$ cat src/design/humidity_aux_cool_pkg.sv
// constants, register map and carrier types for the humidity and auxiliary cooling sequencer
`default_nettype none
package humidity_aux_cool_pkg;
   // apb byte offsets
   localparam logic [7:0] OFS_CTRL = 8'h00;
   localparam logic [7:0] OFS_TEMP_LIM = 8'h04;
   localparam logic [7:0] OFS_DEW_LIM = 8'h08;
   localparam logic [7:0] OFS_SETPOINT = 8'h0c;
   localparam logic [7:0] OFS_PCT_CFG = 8'h10;
   localparam logic [7:0] OFS_DELAY_CFG = 8'h14;
   localparam logic [7:0] OFS_STATUS = 8'h18;
   localparam logic [7:0] OFS_RH_LIMITS = 8'h1c;
   localparam logic [7:0] OFS_ALARM = 8'h20;
   localparam logic [7:0] OFS_WET_COIL = 8'h24;
   // control register fields
   localparam int CTRL_HUMID_EVENT = 0;
   localparam int CTRL_AUX_EVENT = 1;
   localparam int CTRL_ALTITUDE_ON = 2;
   localparam int CTRL_SINGLE_STAGE = 3;
   localparam int CTRL_LOW_RH_FITTED = 4;
   localparam int CTRL_AUX_CONTROL = 5;
   localparam int CTRL_HUMID_CFG_EN = 6;
   localparam int CTRL_WIDTH = 7;
   localparam int ALARM_SILENCE = 0;
   // reset values, temperatures in 0.1 degC, humidity in 0.1 %rh
   localparam logic [CTRL_WIDTH-1:0] CTRL_RST = 7'h00;
   localparam logic [31:0] TEMP_LIM_RST = 32'h03e8_0000;
   localparam logic [31:0] DEW_LIM_RST = 32'h0352_ffce;
   localparam logic [31:0] SETPOINT_RST = 32'h00fa_01f4;
   localparam logic [31:0] PCT_CFG_RST = 32'hfe0c_5a5a;
   localparam logic [31:0] DELAY_CFG_RST = 32'h0bb8_0bb8;
   localparam logic [15:0] WET_COIL_RST = 16'h0014;
   // psychrometric approximation: dewpoint = t - (full - rh) / slope
   localparam int RH_FULL = 1000;
   localparam int DEW_SLOPE = 5;
   localparam logic signed [15:0] FROZEN_ENTRY_DEW = 16'sh0064;
   // timing
   localparam int CLK_HZ = 20_000_000;
   localparam int TICK_MS = 1;
   localparam int TICK_CYCLES = CLK_HZ / 1000 * TICK_MS;
   localparam int FILL_DELAY_MIN = 30;
   localparam int FILL_DELAY_TICKS = FILL_DELAY_MIN * 60 * 1000 / TICK_MS;

   typedef enum logic [1:0] {
      HUM_OFF = 2'b00,
      HUM_WET = 2'b01,
      HUM_FROZEN = 2'b11
   } hum_state_t;

   typedef struct packed {
      logic signed [15:0] air_temp;
      logic signed [15:0] dewpoint;
      logic [7:0] humidify_pct;
      logic [7:0] cool_pct;
      logic level_ok;
   } meas_t;

   typedef struct packed {
      logic rh_limit_high;
      logic rh_limit_low;
      logic humidity_temp_disable_flag;
      logic chamber_shutdown;
      logic low_water_alarm;
      logic refrig_shutdown;
      logic aux_cool_control_out;
      logic boost_cool_out;
      logic aux_cool_supply_valve_out;
      logic frozen_coil_bypass_out;
      logic frozen_coil_control_out;
      logic max_humidify_out;
      logic dehumidify_enable_out;
      logic stage2_inhibit;
      logic rh_cool_reroute_out;
      logic humidity_supply_out;
   } outs_t;
endpackage
`default_nettype wire

$ cat src/design/humidity_aux_cool_sequencer.sv
// humidity and auxiliary cooling output sequencer with apb register file
`timescale 1ns/1ps
`default_nettype none
module humidity_aux_cool_sequencer #(
   parameter int unsigned TICK_CYCLES = humidity_aux_cool_pkg::TICK_CYCLES,
   parameter int unsigned FILL_DELAY_TICKS = humidity_aux_cool_pkg::FILL_DELAY_TICKS
) (
   input wire logic i_clk_sys,
   input wire logic i_sys_rst,
   input wire logic i_psel,
   input wire logic i_penable,
   input wire logic i_pwrite,
   input wire logic [7:0] i_paddr,
   input wire logic [31:0] i_pwdata,
   output logic [31:0] o_prdata,
   output logic o_pready,
   output logic o_pslverr,
   input wire humidity_aux_cool_pkg::meas_t i_meas,
   output humidity_aux_cool_pkg::outs_t o_outs
);
   logic [humidity_aux_cool_pkg::CTRL_WIDTH-1:0] ctrl;
   logic [31:0] temp_lim;
   logic [31:0] dew_lim;
   logic [31:0] setpoint;
   logic [31:0] pct_cfg;
   logic [31:0] delay_cfg;
   logic [15:0] wet_coil;
   humidity_aux_cool_pkg::hum_state_t state;
   humidity_aux_cool_pkg::hum_state_t next_state;
   humidity_aux_cool_pkg::outs_t next_outs;
   logic [15:0] tick_cnt;
   logic [20:0] fill_cnt;
   logic [15:0] hum_dly;
   logic [15:0] aux_dly;
   logic level_made;
   logic alarm;

   function automatic logic [15:0] rh_from_dew(input logic signed [15:0] t,
                                               input logic signed [15:0] dp);
      int v;
      v = humidity_aux_cool_pkg::RH_FULL - humidity_aux_cool_pkg::DEW_SLOPE * (int'(t) - int'(dp));
      if (v < 0) begin
         v = 0;
      end
      if (v > humidity_aux_cool_pkg::RH_FULL) begin
         v = humidity_aux_cool_pkg::RH_FULL;
      end
      return v[15:0];
   endfunction

   function automatic logic signed [15:0] dew_from_rh(input logic signed [15:0] t,
                                                      input logic [15:0] rh);
      int v;
      v = int'(t) - (humidity_aux_cool_pkg::RH_FULL - int'(rh)) / humidity_aux_cool_pkg::DEW_SLOPE;
      return v[15:0];
   endfunction

   // apb decode, zero wait states; prdata is loaded in the setup cycle
   wire setup = i_psel && !i_penable;
   wire access = i_psel && i_penable;
   wire hit = (i_paddr == humidity_aux_cool_pkg::OFS_CTRL) ||
              (i_paddr == humidity_aux_cool_pkg::OFS_TEMP_LIM) ||
              (i_paddr == humidity_aux_cool_pkg::OFS_DEW_LIM) ||
              (i_paddr == humidity_aux_cool_pkg::OFS_SETPOINT) ||
              (i_paddr == humidity_aux_cool_pkg::OFS_PCT_CFG) ||
              (i_paddr == humidity_aux_cool_pkg::OFS_DELAY_CFG) ||
              (i_paddr == humidity_aux_cool_pkg::OFS_STATUS) ||
              (i_paddr == humidity_aux_cool_pkg::OFS_RH_LIMITS) ||
              (i_paddr == humidity_aux_cool_pkg::OFS_ALARM) ||
              (i_paddr == humidity_aux_cool_pkg::OFS_WET_COIL);
   wire wr = access && i_pwrite && hit;
   wire silence = wr && (i_paddr == humidity_aux_cool_pkg::OFS_ALARM) &&
                  i_pwdata[humidity_aux_cool_pkg::ALARM_SILENCE];
   assign o_pready = 1'b1;
   assign o_pslverr = access && !hit;

   // configuration fields
   wire humid_event = ctrl[humidity_aux_cool_pkg::CTRL_HUMID_EVENT];
   wire aux_event = ctrl[humidity_aux_cool_pkg::CTRL_AUX_EVENT];
   wire altitude_on = ctrl[humidity_aux_cool_pkg::CTRL_ALTITUDE_ON];
   wire single_stage = ctrl[humidity_aux_cool_pkg::CTRL_SINGLE_STAGE];
   wire low_rh_fitted = ctrl[humidity_aux_cool_pkg::CTRL_LOW_RH_FITTED];
   wire aux_control = ctrl[humidity_aux_cool_pkg::CTRL_AUX_CONTROL];
   wire humid_cfg_en = ctrl[humidity_aux_cool_pkg::CTRL_HUMID_CFG_EN];
   wire signed [15:0] temp_min = temp_lim[15:0];
   wire signed [15:0] temp_max = temp_lim[31:16];
   wire signed [15:0] dew_min = dew_lim[15:0];
   wire signed [15:0] dew_max = dew_lim[31:16];
   wire [15:0] rh_sp = setpoint[15:0];
   wire signed [15:0] temp_sp = setpoint[31:16];
   wire [7:0] humid_on_pct = pct_cfg[7:0];
   wire [7:0] aux_on_pct = pct_cfg[15:8];
   wire signed [15:0] boost_low = pct_cfg[31:16];
   wire signed [15:0] wet_coil_min = wet_coil;

   // humidity enable chain
   wire humid_req = humid_event && humid_cfg_en && !altitude_on;
   wire temp_ok = (i_meas.air_temp >= temp_min) && (i_meas.air_temp <= temp_max);
   wire temp_block = humid_req && !temp_ok;
   wire humid_run = humid_req && temp_ok && !alarm;

   // setpoint coercion at present chamber temperature
   wire [15:0] rh_min = rh_from_dew(i_meas.air_temp, dew_min);
   wire [15:0] rh_max = rh_from_dew(i_meas.air_temp, dew_max);
   wire lim_low = rh_sp < rh_min;
   wire lim_high = rh_sp > rh_max;
   wire [15:0] rh_eff = lim_low ? rh_min : (lim_high ? rh_max : rh_sp);

   // frozen coil selection from the setpoint dewpoint
   wire signed [15:0] sp_dew = dew_from_rh(temp_sp, rh_eff);
   wire want_frozen = low_rh_fitted && (sp_dew < wet_coil_min);
   // holding off protects coil capacity from premature moisture loading
   wire frozen_ok = i_meas.dewpoint < humidity_aux_cool_pkg::FROZEN_ENTRY_DEW;

   always_comb begin
      case (state)
         humidity_aux_cool_pkg::HUM_OFF: begin
            next_state = humid_run ? humidity_aux_cool_pkg::HUM_WET : humidity_aux_cool_pkg::HUM_OFF;
         end
         humidity_aux_cool_pkg::HUM_WET: begin
            if (!humid_run) begin
               next_state = humidity_aux_cool_pkg::HUM_OFF;
            end else if (want_frozen && frozen_ok) begin
               next_state = humidity_aux_cool_pkg::HUM_FROZEN;
            end else begin
               next_state = humidity_aux_cool_pkg::HUM_WET;
            end
         end
         humidity_aux_cool_pkg::HUM_FROZEN: begin
            if (!humid_run) begin
               next_state = humidity_aux_cool_pkg::HUM_OFF;
            end else if (!want_frozen) begin
               next_state = humidity_aux_cool_pkg::HUM_WET;
            end else begin
               next_state = humidity_aux_cool_pkg::HUM_FROZEN;
            end
         end
         default: begin
            next_state = humidity_aux_cool_pkg::HUM_OFF;
         end
      endcase
   end

   // 1 ms tick shared by all delay timers
   wire tick = tick_cnt == 16'(TICK_CYCLES - 1);
   wire fill_expired = fill_cnt == 21'(FILL_DELAY_TICKS);
   wire hum_above = i_meas.humidify_pct > humid_on_pct;
   wire aux_above = i_meas.cool_pct > aux_on_pct;
   wire hum_done = hum_dly == delay_cfg[15:0];
   wire aux_done = aux_dly == delay_cfg[31:16];

   // low-water detection; level loss after fill beats the fill timer
   wire low_water_event = humid_req && !alarm &&
                          ((fill_expired && !level_made) ||
                           (level_made && !i_meas.level_ok));

   // auxiliary cooling
   wire aux_req = aux_event && !altitude_on;
   wire at_low = i_meas.air_temp <= boost_low;
   wire hum_on = state != humidity_aux_cool_pkg::HUM_OFF;

   always_comb begin
      next_outs = '0;
      next_outs.humidity_supply_out = hum_on;
      next_outs.rh_cool_reroute_out = hum_on && single_stage;
      next_outs.stage2_inhibit = hum_on && single_stage;
      next_outs.dehumidify_enable_out = state == humidity_aux_cool_pkg::HUM_WET;
      next_outs.max_humidify_out = hum_on && hum_above && hum_done;
      next_outs.frozen_coil_control_out = state == humidity_aux_cool_pkg::HUM_FROZEN;
      next_outs.frozen_coil_bypass_out = state == humidity_aux_cool_pkg::HUM_FROZEN;
      next_outs.aux_cool_supply_valve_out = aux_req;
      next_outs.boost_cool_out = aux_req && aux_above && aux_done && !at_low;
      next_outs.aux_cool_control_out = aux_req && aux_control && at_low;
      next_outs.refrig_shutdown = aux_req && aux_control && at_low;
      next_outs.low_water_alarm = alarm;
      next_outs.chamber_shutdown = alarm;
      next_outs.humidity_temp_disable_flag = temp_block;
      next_outs.rh_limit_low = lim_low;
      next_outs.rh_limit_high = lim_high;
   end

   // register writes
   always_ff @(posedge i_clk_sys or posedge i_sys_rst) begin
      if (i_sys_rst) begin
         ctrl <= humidity_aux_cool_pkg::CTRL_RST;
         temp_lim <= humidity_aux_cool_pkg::TEMP_LIM_RST;
         dew_lim <= humidity_aux_cool_pkg::DEW_LIM_RST;
         setpoint <= humidity_aux_cool_pkg::SETPOINT_RST;
         pct_cfg <= humidity_aux_cool_pkg::PCT_CFG_RST;
         delay_cfg <= humidity_aux_cool_pkg::DELAY_CFG_RST;
         wet_coil <= humidity_aux_cool_pkg::WET_COIL_RST;
      end else if (wr) begin
         case (i_paddr)
            humidity_aux_cool_pkg::OFS_CTRL: ctrl <= i_pwdata[humidity_aux_cool_pkg::CTRL_WIDTH-1:0];
            humidity_aux_cool_pkg::OFS_TEMP_LIM: temp_lim <= i_pwdata;
            humidity_aux_cool_pkg::OFS_DEW_LIM: dew_lim <= i_pwdata;
            humidity_aux_cool_pkg::OFS_SETPOINT: setpoint <= i_pwdata;
            humidity_aux_cool_pkg::OFS_PCT_CFG: pct_cfg <= i_pwdata;
            humidity_aux_cool_pkg::OFS_DELAY_CFG: delay_cfg <= i_pwdata;
            humidity_aux_cool_pkg::OFS_WET_COIL: wet_coil <= i_pwdata[15:0];
            default: ctrl <= ctrl;
         endcase
      end
   end

   // read data
   always_ff @(posedge i_clk_sys or posedge i_sys_rst) begin
      if (i_sys_rst) begin
         o_prdata <= 32'h0;
      end else if (setup) begin
         case (i_paddr)
            humidity_aux_cool_pkg::OFS_CTRL: o_prdata <= {25'h0, ctrl};
            humidity_aux_cool_pkg::OFS_TEMP_LIM: o_prdata <= temp_lim;
            humidity_aux_cool_pkg::OFS_DEW_LIM: o_prdata <= dew_lim;
            humidity_aux_cool_pkg::OFS_SETPOINT: o_prdata <= setpoint;
            humidity_aux_cool_pkg::OFS_PCT_CFG: o_prdata <= pct_cfg;
            humidity_aux_cool_pkg::OFS_DELAY_CFG: o_prdata <= delay_cfg;
            humidity_aux_cool_pkg::OFS_STATUS: o_prdata <= {14'h0, state, o_outs};
            humidity_aux_cool_pkg::OFS_RH_LIMITS: o_prdata <= {rh_max, rh_min};
            humidity_aux_cool_pkg::OFS_ALARM: o_prdata <= {31'h0, alarm};
            humidity_aux_cool_pkg::OFS_WET_COIL: o_prdata <= {16'h0, wet_coil};
            default: o_prdata <= 32'h0;
         endcase
      end
   end

   // state, alarm and outputs
   always_ff @(posedge i_clk_sys or posedge i_sys_rst) begin
      if (i_sys_rst) begin
         state <= humidity_aux_cool_pkg::HUM_OFF;
         alarm <= 1'b0;
         o_outs <= '0;
      end else begin
         state <= next_state;
         o_outs <= next_outs;
         // a new low-water event wins over a silence in the same cycle
         if (low_water_event) begin
            alarm <= 1'b1;
         end else if (silence) begin
            alarm <= 1'b0;
         end
      end
   end

   // fill delay masks the level input until the boiler has had time to fill
   always_ff @(posedge i_clk_sys or posedge i_sys_rst) begin
      if (i_sys_rst) begin
         tick_cnt <= 16'h0;
         fill_cnt <= 21'h0;
         level_made <= 1'b0;
      end else begin
         tick_cnt <= tick ? 16'h0 : tick_cnt + 16'h1;
         if (!humid_req || silence) begin
            fill_cnt <= 21'h0;
            level_made <= 1'b0;
         end else begin
            if (tick && !fill_expired && !level_made && !alarm) begin
               fill_cnt <= fill_cnt + 21'h1;
            end
            if (i_meas.level_ok) begin
               level_made <= 1'b1;
            end
         end
      end
   end

   // on-delay timers, saturate at the configured delay
   always_ff @(posedge i_clk_sys or posedge i_sys_rst) begin
      if (i_sys_rst) begin
         hum_dly <= 16'h0;
         aux_dly <= 16'h0;
      end else begin
         if (!hum_above || !hum_on) begin
            hum_dly <= 16'h0;
         end else if (tick && !hum_done) begin
            hum_dly <= hum_dly + 16'h1;
         end
         if (!aux_above || !aux_req) begin
            aux_dly <= 16'h0;
         end else if (tick && !aux_done) begin
            aux_dly <= aux_dly + 16'h1;
         end
      end
   end
endmodule // humidity_aux_cool_sequencer
`default_nettype wire

$ cat config.mk
export PLATFORM = sky130hd
export DESIGN_NAME = humidity_aux_cool_sequencer
export DESIGN_NICKNAME = d
export VERILOG_FILES = /design/src/design/humidity_aux_cool_pkg.sv /design/src/design/humidity_aux_cool_sequencer.sv
export SDC_FILE = /design/constraint.sdc
export NUM_CORES = 1
export LEC_CHECK = 0
export BUFFER_PORTS_ARGS = -buffer_cell sky130_fd_sc_hd__buf_2
export CAP_MARGIN = 30
export CORE_MARGIN = 4
export CORE_UTILIZATION = 41
export DETAILED_ROUTE_END_ITERATION = 6
export HOLD_SLACK_MARGIN = 0.08
export PLACE_DENSITY = 0.59
export SLEW_MARGIN = 25
export SYNTH_ARGS = -nofsm -noshare
export SYNTH_HDL_FRONTEND = slang
export SYNTH_SLANG_ARGS = --single-unit
export TNS_END_PERCENT = 10
$ cat constraint.sdc
create_clock -name i_clk_sys -period 17.59 [get_ports i_clk_sys]
set_input_delay 0 -clock i_clk_sys [delete_from_list [all_inputs] [get_ports i_clk_sys]]
set_output_delay 0 -clock i_clk_sys [all_outputs]
set_load 0.005 [all_outputs]
== Word level (Yosys, flattened, before mapping) ==
Index checks and enable logic that the tools add are counted.
Word-level totals
  memory bits (read-only): 0
  bits in latches: 0
  logic and storage cells: 169
  memories kept: 0
  register bits after elaboration: 300
  bits of input ports: 94
  output and inout port bits: 50
  bits in writable memories: 0
Cells by class
  $add $sub $neg: 10
  multiplexer cells: 24
  bitwise operators: 0
  $mul: 2
  reductions and logical operators: 77
  eq/ne operators: 15
  $lt $le $gt $ge: 13
  shift operators: 0
  divide/modulo/power cells: 1
Operators by type and width (number)
  32-bit one-hot mux with 10 select lines: 1
  16-bit two-way mux: 9
  32-bit by 11-bit greater-than comparator with 1-bit output (second input constant): 2
  32-bit two-way mux: 2
  16-bit by 1-bit adder with 16-bit output (second input constant): 3
  22-bit by 1-bit less-than comparator with 1-bit output (second input constant): 2
  11-bit by 21-bit subtractor with 22-bit output (first input constant): 2
  4-bit by 17-bit multiplier with 21-bit output (first input constant): 2
  21-bit two-way mux: 2
  16-bit by 16-bit subtractor with 17-bit output: 2
  1-bit logical AND: 33
  32-bit by 4-bit divider with 32-bit output (second input constant): 1
  16-bit == test: 2
  8-bit by 5-bit == test with 1-bit output (second input constant): 4
  16-bit less-or-equal comparator: 2
  16-bit less-than comparator: 2
  21-bit by 1-bit adder with 21-bit output (second input constant): 1
  21-bit == test (second input constant): 1
  10-bit by 16-bit subtractor with 17-bit output (first input constant): 1
  16-bit by 15-bit == test with 1-bit output (second input constant): 1
  8-bit by 4-bit == test with 1-bit output (second input constant): 2
  8-bit by 6-bit == test with 1-bit output (second input constant): 2
  16-bit >= comparator: 1
  16-bit greater-than comparator: 1
  15 further kinds: 61

== Logic depth before layout (Yosys ltp) ==
Gate-level depths: netlist (run 1).
  word-level depth: 19
  gate-level depth with buffers: 107
  gate-level depth less buffers: 100

== Least setup slack after synthesis (run 1) ==
Ideal clock, no wire load.
  kind: register -> register
  start point: register dew_lim[1]
  end point: register state[1]
  required time: 17512 ps
  data arrival time: 18924 ps
  path slack: -1412 ps
  period minus slack after synthesis: 19002 ps
  cell stages (with the launch flop): 100
  buffers on the path: 5
  library setup time: 78 ps
  cells stage by stage: dfstp_2 > inv_1 > ha_1 > nor2b_1 > o21ai_0 > nand2b_1 > a21o_1 > a21o_1 > a21oi_1 > o21ai_0 > a21o_1 > a21o_1 > a21o_1 > a21o_1 > a21oi_1 > o21bai_1 > a21o_1 > a21oi_1 > (+64 left out) > a21o_1 > a21o_1 > a21o_1 > a21o_1 > a21o_1 > a21o_1 > a21o_1 > a21o_1 > a21oi_1 > nor2b_1 > o21ai_0 > nand2b_1 > a21oi_1 > xnor2_1 > xnor2_1 > ha_1 > nand2b_1 > a21oi_1
Between the ends
  longest elaborated chain between the ends: 18
  elaborated cells on any way between the ends: 20
  those cells by class: add/sub (4); mul (1); div (1); order compare (4); mux (8); reduce/logical (2)
Ends and longest elaborated chain
  start: declaration: line humidity_aux_cool_sequencer.sv:23  | logic [31:0] dew_lim;
  start signal: assignment: line humidity_aux_cool_sequencer.sv:187  | dew_lim <= humidity_aux_cool_pkg::DEW_LIM_RST;
  start signal: assignment: line humidity_aux_cool_sequencer.sv:196  | humidity_aux_cool_pkg::OFS_DEW_LIM: dew_lim <= i_pwdata;
  16-bit by 16-bit subtractor with 17-bit output (*): line humidity_aux_cool_sequencer.sv:41  | v = humidity_aux_cool_pkg::RH_FULL - humidity_aux_cool_pkg::DEW_SLOPE * (int'(t) - int'(dp));
  4-bit by 17-bit multiplier with 21-bit output (*): line humidity_aux_cool_sequencer.sv:41
  11-bit by 21-bit subtractor with 22-bit output (*): line humidity_aux_cool_sequencer.sv:41
  22-bit by 1-bit less-than comparator with 1-bit output: line humidity_aux_cool_sequencer.sv:42  | if (v < 0) begin
  32-bit two-way mux (*): line humidity_aux_cool_sequencer.sv:42
  32-bit by 11-bit greater-than comparator with 1-bit output: line humidity_aux_cool_sequencer.sv:45  | if (v > humidity_aux_cool_pkg::RH_FULL) begin
  16-bit two-way mux (*): line humidity_aux_cool_sequencer.sv:45
  16-bit less-than comparator (*): line humidity_aux_cool_sequencer.sv:105  | wire lim_low = rh_sp < rh_min;
  net lim_low: line humidity_aux_cool_sequencer.sv:105
  (+3 left out)
  16-bit subtractor (*): line humidity_aux_cool_sequencer.sv:54  | v = int'(t) - (humidity_aux_cool_pkg::RH_FULL - int'(rh)) / humidity_aux_cool_pkg::DEW_SLOPE;
  16-bit less-than comparator (*): line humidity_aux_cool_sequencer.sv:111  | wire want_frozen = low_rh_fitted && (sp_dew < wet_coil_min);
  1-bit logical AND (*): line humidity_aux_cool_sequencer.sv:111
  1-bit logical AND: line humidity_aux_cool_sequencer.sv:123  | end else if (want_frozen && frozen_ok) begin
  2-bit two-way mux: line humidity_aux_cool_sequencer.sv:123
  2-bit two-way mux: line humidity_aux_cool_sequencer.sv:121  | if (!humid_run) begin
  2-bit one-hot mux with 3 select lines (*): line humidity_aux_cool_sequencer.sv:116  | case (state)
  net next_state[1]: line humidity_aux_cool_sequencer.sv:29  | humidity_aux_cool_pkg::hum_state_t next_state;
  end signal: assignment: line humidity_aux_cool_sequencer.sv:230  | state <= humidity_aux_cool_pkg::HUM_OFF;
  end signal: assignment: line humidity_aux_cool_sequencer.sv:234  | state <= next_state;
  end: declaration: line humidity_aux_cool_sequencer.sv:28  | humidity_aux_cool_pkg::hum_state_t state;
Mark *: on every way through the listed nets, which the timed path passes. The rest lies on a longest branch.
A chain may end at the register's enable or synchronous reset.

== Worst setup path in the final report (run 1) ==
Ends and elaborated chain as after synthesis.

==> impl_metrics.json, run 1 <==
{
  "global_route.overflow_total": 0,
  "crit_required_ns": 18.10,
  "path_max_fanout": 5,
  "synth_area_mm2": 0.0253,
  "rows": 90,
  "synth.top_cells.by_count": "ha_1 (253), inv_1 (250), nand2_1 (248), dfrtp_1 (231), o21ai_0 (207)",
  "yosysTopAreaCell": "dfrtp_1",
  "end_kind": "flop",
  "port_buffers": 140,
  "holdWs_ns": 0.0680,
  "max-cap-violations": 0,
  "r2r_slack_ns": -0.42,
  "fp.dieW_um": 256,
  "power_mw": 3.11,
  "first_iter_violations": 2085,
  "worst_pin_slew_ns": 0.911,
  "yosys-top-cells-area": "dfrtp_1 (23%), ha_1 (13%), dfstp_2 (7.2%)",
  "p_leak_nw": 16.2,
  "cts_made_buffers": 31,
  "final_layout_size_suffix_gt1_share_pct": 31.4,
  "fmaxAchievable_ghz": 0.0555,
  "clk_pin_slew_ns": 0.07,
  "synth-seq-area-share_pct": 30.0,
  "clock-root-buffer": "clkbuf_16",
  "outcome": "finished with violations",
  "setup_viol": 1,
  "rsz0062_at_grt": "yes",
  "endpoint": "state[1]",
  "hp-class": "input port to async pin",
  "synthFlopType": "dfrtp_1",
  "crit_start": "dew_lim[1]",
  "dpl_worst_slack_ns": -1.48,
  "vias_per_cell": 5.76,
  "first_pass_iters": 6,
  "num-nets-final": 3924,
  "syn_area_per_cell_um2": 8.73,
  "area_growth_pct": 31.8,
  "dieArea_mm2": 0.0657,
  "drv_slew": 0,
  "cpPeakStageDelay_ns": 0.59,
  "max_slew_margin_pct": 39.3,
  "cp_num_cells": 103,
  "yosys_warnings": 0,
  "ys_types": 118,
  "synth_cells": 2894,
  "arrival_ns": 18.53,
  "async_reset_ff_share_pct": 100,
  "antenna_found_initial": 3,
  "critPathKind": "flop to flop",
  "die_h_um": 256,
  "r2r-start": "dew_lim[1]",
  "grt_max_degree": 89,
  "skew_ns": 0.0177,
  "regToRegEndpoint": "state[1]",
  "power_density_mw_per_mm2": 93.3,
  "crit_top_cell": "a21o_1",
  "ys_seq_elements": 300,
  "violations": "negative setup slack",
  "cts_tree": "done",
  "post-route-min-period_ns": 18.01,
  "drc": 0,
  "clockBufferDepth": 3,
  "clock-sinks": 300,
  "start_util_pct": 41.6,
  "critPathBufInv": 15,
  "crit_path_start_kind": "flop",
  "drt_wl_total_um": 94700,
  "period_share_pct": 102,
  "synth_edf_count": 0,
  "place_congestion": 0.976,
  "grt_pass1_wl_um": 146000,
  "cpMaxStageDelayCell": "fa_1",
  "clk_latency_ns": 0.59,
  "yosysMostFrequentCell": "ha_1",
  "gr-usage-all-layers_pct": 27.8,
  "rr_worst_depth": 103,
  "ioPinCount": 144,
  "wl_per_cell_um": 21.7,
  "path_delay_family": "compound AO/OA/AOI/OAI gates",
  "via_count": 25200,
  "synth_top_area_share_pct": 22.9,
  "worst_slack_ns": -0.425,
  "grt_pass1_vias": 24900,
  "hold_viol_final": 0,
  "ant_nets": 0,
  "core_mm2": 0.0607,
  "dpl.hpwl_um": 73500,
  "htreeDepth": 1,
  "ir_drop_v": 0.0000961
}
## registers in the layout, indices dropped and copies added, names as in the netlist
name	cells
temp_lim	32
fill_cnt	21
wet_coil	16
ctrl	7
o_outs	12
dew_lim	32
alarm	1
hum_dly	16
o_prdata	32
state	2
setpoint	32
delay_cfg	32
aux_dly	16
tick_cnt	16
pct_cfg	32
level_made	1
## logic make-up after synthesis
| kind of cell | after synthesis | share of synthesized area (%) |
|---|---|---|
| mux | 102 | 4.48 |
| simple gates | 864 | 17.0 |
| buf+inv | 358 | 5.66 |
| other cells | 1 | 0.0148 |
| flops | 300 | 30.0 |
| fa+ha+maj | 273 | 14.1 |
| xor+xnor | 194 | 6.78 |
| compound gates | 802 | 21.9 |
## cell type report
cell class	instances	area [µm²]
Inverter	252	953
Clock inverter	11	116
Antenna cell	2	5.00
Multi-Input combinational cell	2248	17400
Fill cell	5509	27400
Tap cell	782	978
Sequential cell	300	7590
Clock buffer	46	912
Timing Repair Buffer	725	5340
## layer usage
layer	vias to the layer above	wire, µm	track usage (%)	share of wire (%)
met2	881	42000	44.3	44
met5	-	0	0	0
met4	0	3980	9.78	4.2
li1	11800	-	-	-
met1	12300	42600	39.3	45
met3	166	6050	3.18	6.4
## cells in the final DEF, fill, tap and decap left out, types with 66 or more instances in the layout
| cell | instances |
|---|---|
| nand2_1 | 244 |
| o21ai_0 | 181 |
| nand4_1 | 71 |
| xnor2_1 | 67 |
| a21o_1 | 66 |
| nand3_1 | 66 |
| buf_2 | 141 |
| dfrtp_1 | 231 |
| nor2_1 | 182 |
| a21oi_1 | 117 |
| ha_1 | 241 |
| inv_1 | 244 |
| xor2_1 | 110 |
| dfstp_2 | 69 |
| buf_4 | 525 |
| mux2_2 | 81 |
## timing repair
action / CTS / global route
gates cloned: 1 / 0
gates resized for setup: 131 / 87
setup endpoints to repair: 1 / 1
pin swaps: 106 / 89
hold endpoints to repair: 319 / 0
setup buffers: 43 / 15
hold buffers: 37 / 0
## worst reg2reg max path: cells and delay by family (launching register included)
family / cells / cell delay (ns)
buffers and inverters: 15 / 1.58
adders and majority gates: 10 / 2.79
xor gates and xnor gates: 5 / 0.78
muxes: 3 / 0.70
AOI/OAI and AO/OA: 51 / 8.72
DFF: 1 / 0.54
and+or+nand+nor: 19 / 2.84
## worst min path at each step
stage | slack, ns | endpoint | depth (start not counted)
after global routing | 0.16 | hum_dly[3] | 3
after detailed placement | 0.16 | hum_dly[3] | 2
final | 0.07 | delay_cfg[2] | 3
after CTS | 0.08 | pct_cfg[6] | 5
after floorplan | 0.11 | wet_coil[2] | 2
after global placement | 0.26 | pct_cfg[28] | 3
## metrics by stage
stage	TNS [ns]	instance area, µm²	util (%)	std cells
detailed placement	-1.48	30500	50.2	4211
floorplan	-0.685	25500	-	2906
CTS	-0.463	32800	54.0	4349
global route	-1.28	33300	54.9	4366
global placement	-1.02	30400	50.1	4209
finish	-0.425	33300	54.9	4366
## report_power, final
group / switching, mW / leakage, nW / internal (mW) / total (mW)
Sequential: 0.0104 / 3.54 / 0.700 / 0.711
Clock: 0.290 / 0.501 / 0.387 / 0.677
Combinational: 0.886 / 12.1 / 0.835 / 1.72
Note: power is estimated with default switching activity, not from simulation.
==> run 2, diff against run 1 <==
RECOVER_POWER = 50   (was not set)
==> impl_metrics.json, run 2 (same netlist as run 1, synthesis figures left out) <==
{
  "outcome": "finished with violations",
  "vias_per_cell": 5.74,
  "wl_per_cell_um": 21.7,
  "htreeDepth": 1,
  "ir_drop_v": 0.0000965,
  "top_usage_layer": "met2",
  "path_max_fanout": 7,
  "post-route-min-period_ns": 18.01,
  "final_layout_size_suffix_gt1_share_pct": 30.0,
  "area_growth_pct": 31.3,
  "core_mm2": 0.0607,
  "cts_made_buffers": 31,
  "rr_worst_depth": 103,
  "fmaxAchievable_ghz": 0.0555,
  "clockBufferDepth": 3,
  "crit_required_ns": 18.10,
  "clock-sinks": 300,
  "crit_top_cell": "a21o_1",
  "worst_slack_ns": -0.423,
  "met3_usage_pct": 3.18,
  "setup_viol": 1,
  "dp.cells": 4211,
  "dieArea_mm2": 0.0657,
  "skew_ns": 0.0140,
  "dpl_worst_slack_ns": -1.48,
  "clk_latency_ns": 0.59,
  "crit_path_start_kind": "flop",
  "p_leak_nw": 16.0,
  "worstHoldPathCells": 5,
  "rows": 90,
  "first_pass_iters": 7,
  "r2r-start": "dew_lim[1]",
  "clk_pin_slew_ns": 0.07,
  "start_util_pct": 41.6,
  "r2r_slack_ns": -0.42,
  "rsz0062_at_grt": "yes",
  "grt_pass1_vias": 24900,
  "antenna_found_initial": 3,
  "final_core_util_pct": 54.7,
  "gr-usage-all-layers_pct": 27.8,
  "grt_pass1_wl_um": 146000,
  "final_common_cell": "buf_4",
  "global_route.overflow_total": 0,
  "place_congestion": 0.976,
  "use_met1_pct": 39.3,
  "port_buffers": 140,
  "grt_use_met2_pct": 44.3,
  "holdWs_ns": 0.131,
  "arrival_ns": 18.52,
  "cts_tree": "done",
  "tns_ns": -0.423,
  "hp-class": "input port to flop",
  "via_count": 25100,
  "layout_common_cells": "buf_4 (520), inv_1 (244), nand2_1 (244)",
  "cpPeakStageDelay_ns": 0.59,
  "period_share_pct": 102,
  "num-nets-final": 3924,
  "die_h_um": 256,
  "clock-root-buffer": "clkbuf_16",
  "final_cells": 4366,
  "fp.dieW_um": 256,
  "drv_slew": 335,
  "dpl.hpwl_um": 73500,
  "ant_nets": 0,
  "max_slew_margin_pct": -166,
  "hold_viol_final": 0,
  "drt_wl_total_um": 94600,
  "drc": 1,
  "postLayoutCellArea_mm2": 0.0332,
  "fillerInstances": 5544,
  "hold-path-endpoint": "pct_cfg[6]",
  "power_mw": 3.10,
  "placed_area_mm2": 0.0305,
  "end_kind": "flop",
  "worst_pin_slew_ns": 3.96,
  "max-cap-violations": 6,
  "cpMaxStageDelayCell": "fa_1",
  "regToRegEndpoint": "state[1]",
  "critPathKind": "flop to flop",
  "grt_max_degree": 89,
  "first_iter_violations": 2143,
  "holdCritStartpoint": "i_paddr[2]",
  "violations": "design-rule violations, max-capacitance violations, max-slew violations, negative setup slack",
  "ioPinCount": 144,
  "power_density_mw_per_mm2": 93.6
}
run 2: cell count changes in the layout (fill, tap and decap cells not counted), sizes merged:
| cell | before | now |
|---|---|---|
| clkbuf | 46 | 95 |
| inv | 253 | 252 |
| clkinvlp | 3 | 4 |
| buf | 688 | 639 |
run 2: worst max path at each step:
stage                startpoint       end  depth (start not counted)
floorplan            dew_lim[1]  state[1]                        102
global placement    dew_lim[17]  state[1]                         95
detailed placement  dew_lim[17]  state[1]                         96
CTS                  dew_lim[1]  state[1]                        100
global route         dew_lim[1]  state[1]                        108
finish               dew_lim[1]  state[1]                        103
run 2: metal layers:
layer	up-vias	wire [µm]
met5	-	0
met4	0	3910
met3	158	6240
met2	873	42300
met1	12200	42200
li1	11800	-
run 2: repair_timing:
item,4_1_cts,5_1_grt
gates cloned,1,0
setup buffers,43,15
endpoints found under the setup margin,1,1
hold endpoints to repair,319,0
pin swaps,106,89
gates resized for setup,131,87
hold buffers,37,0
run 2: layout make-up:
class	instances	area [µm²]	area share [%]
clock inverters	11	116	0.351
inverters	252	947	2.86
multi-input cells	2248	17400	52.4
well taps	782	978	2.95
flip-flops and latches	300	7590	22.9
repair buffers	725	5220	15.7
clock buffers	46	912	2.75
diodes	2	5.00	0.0151
run 2: critical path: cells and delay by family (launching register included):
kind / cells / cell delay (ns)
xor+xnor: 6 / 0.91
mux: 4 / 1.03
buf+inv: 14 / 1.43
compound gates: 49 / 8.39
fa+ha+maj: 10 / 2.79
simple gates: 20 / 2.85
flops: 1 / 0.54
run 2: power by group:
part / switching [mW] / internal (mW) / leakage, nW
clock network: 0.291 / 0.387 / 0.501
registers: 0.0106 / 0.700 / 3.54
logic: 0.884 / 0.832 / 11.9
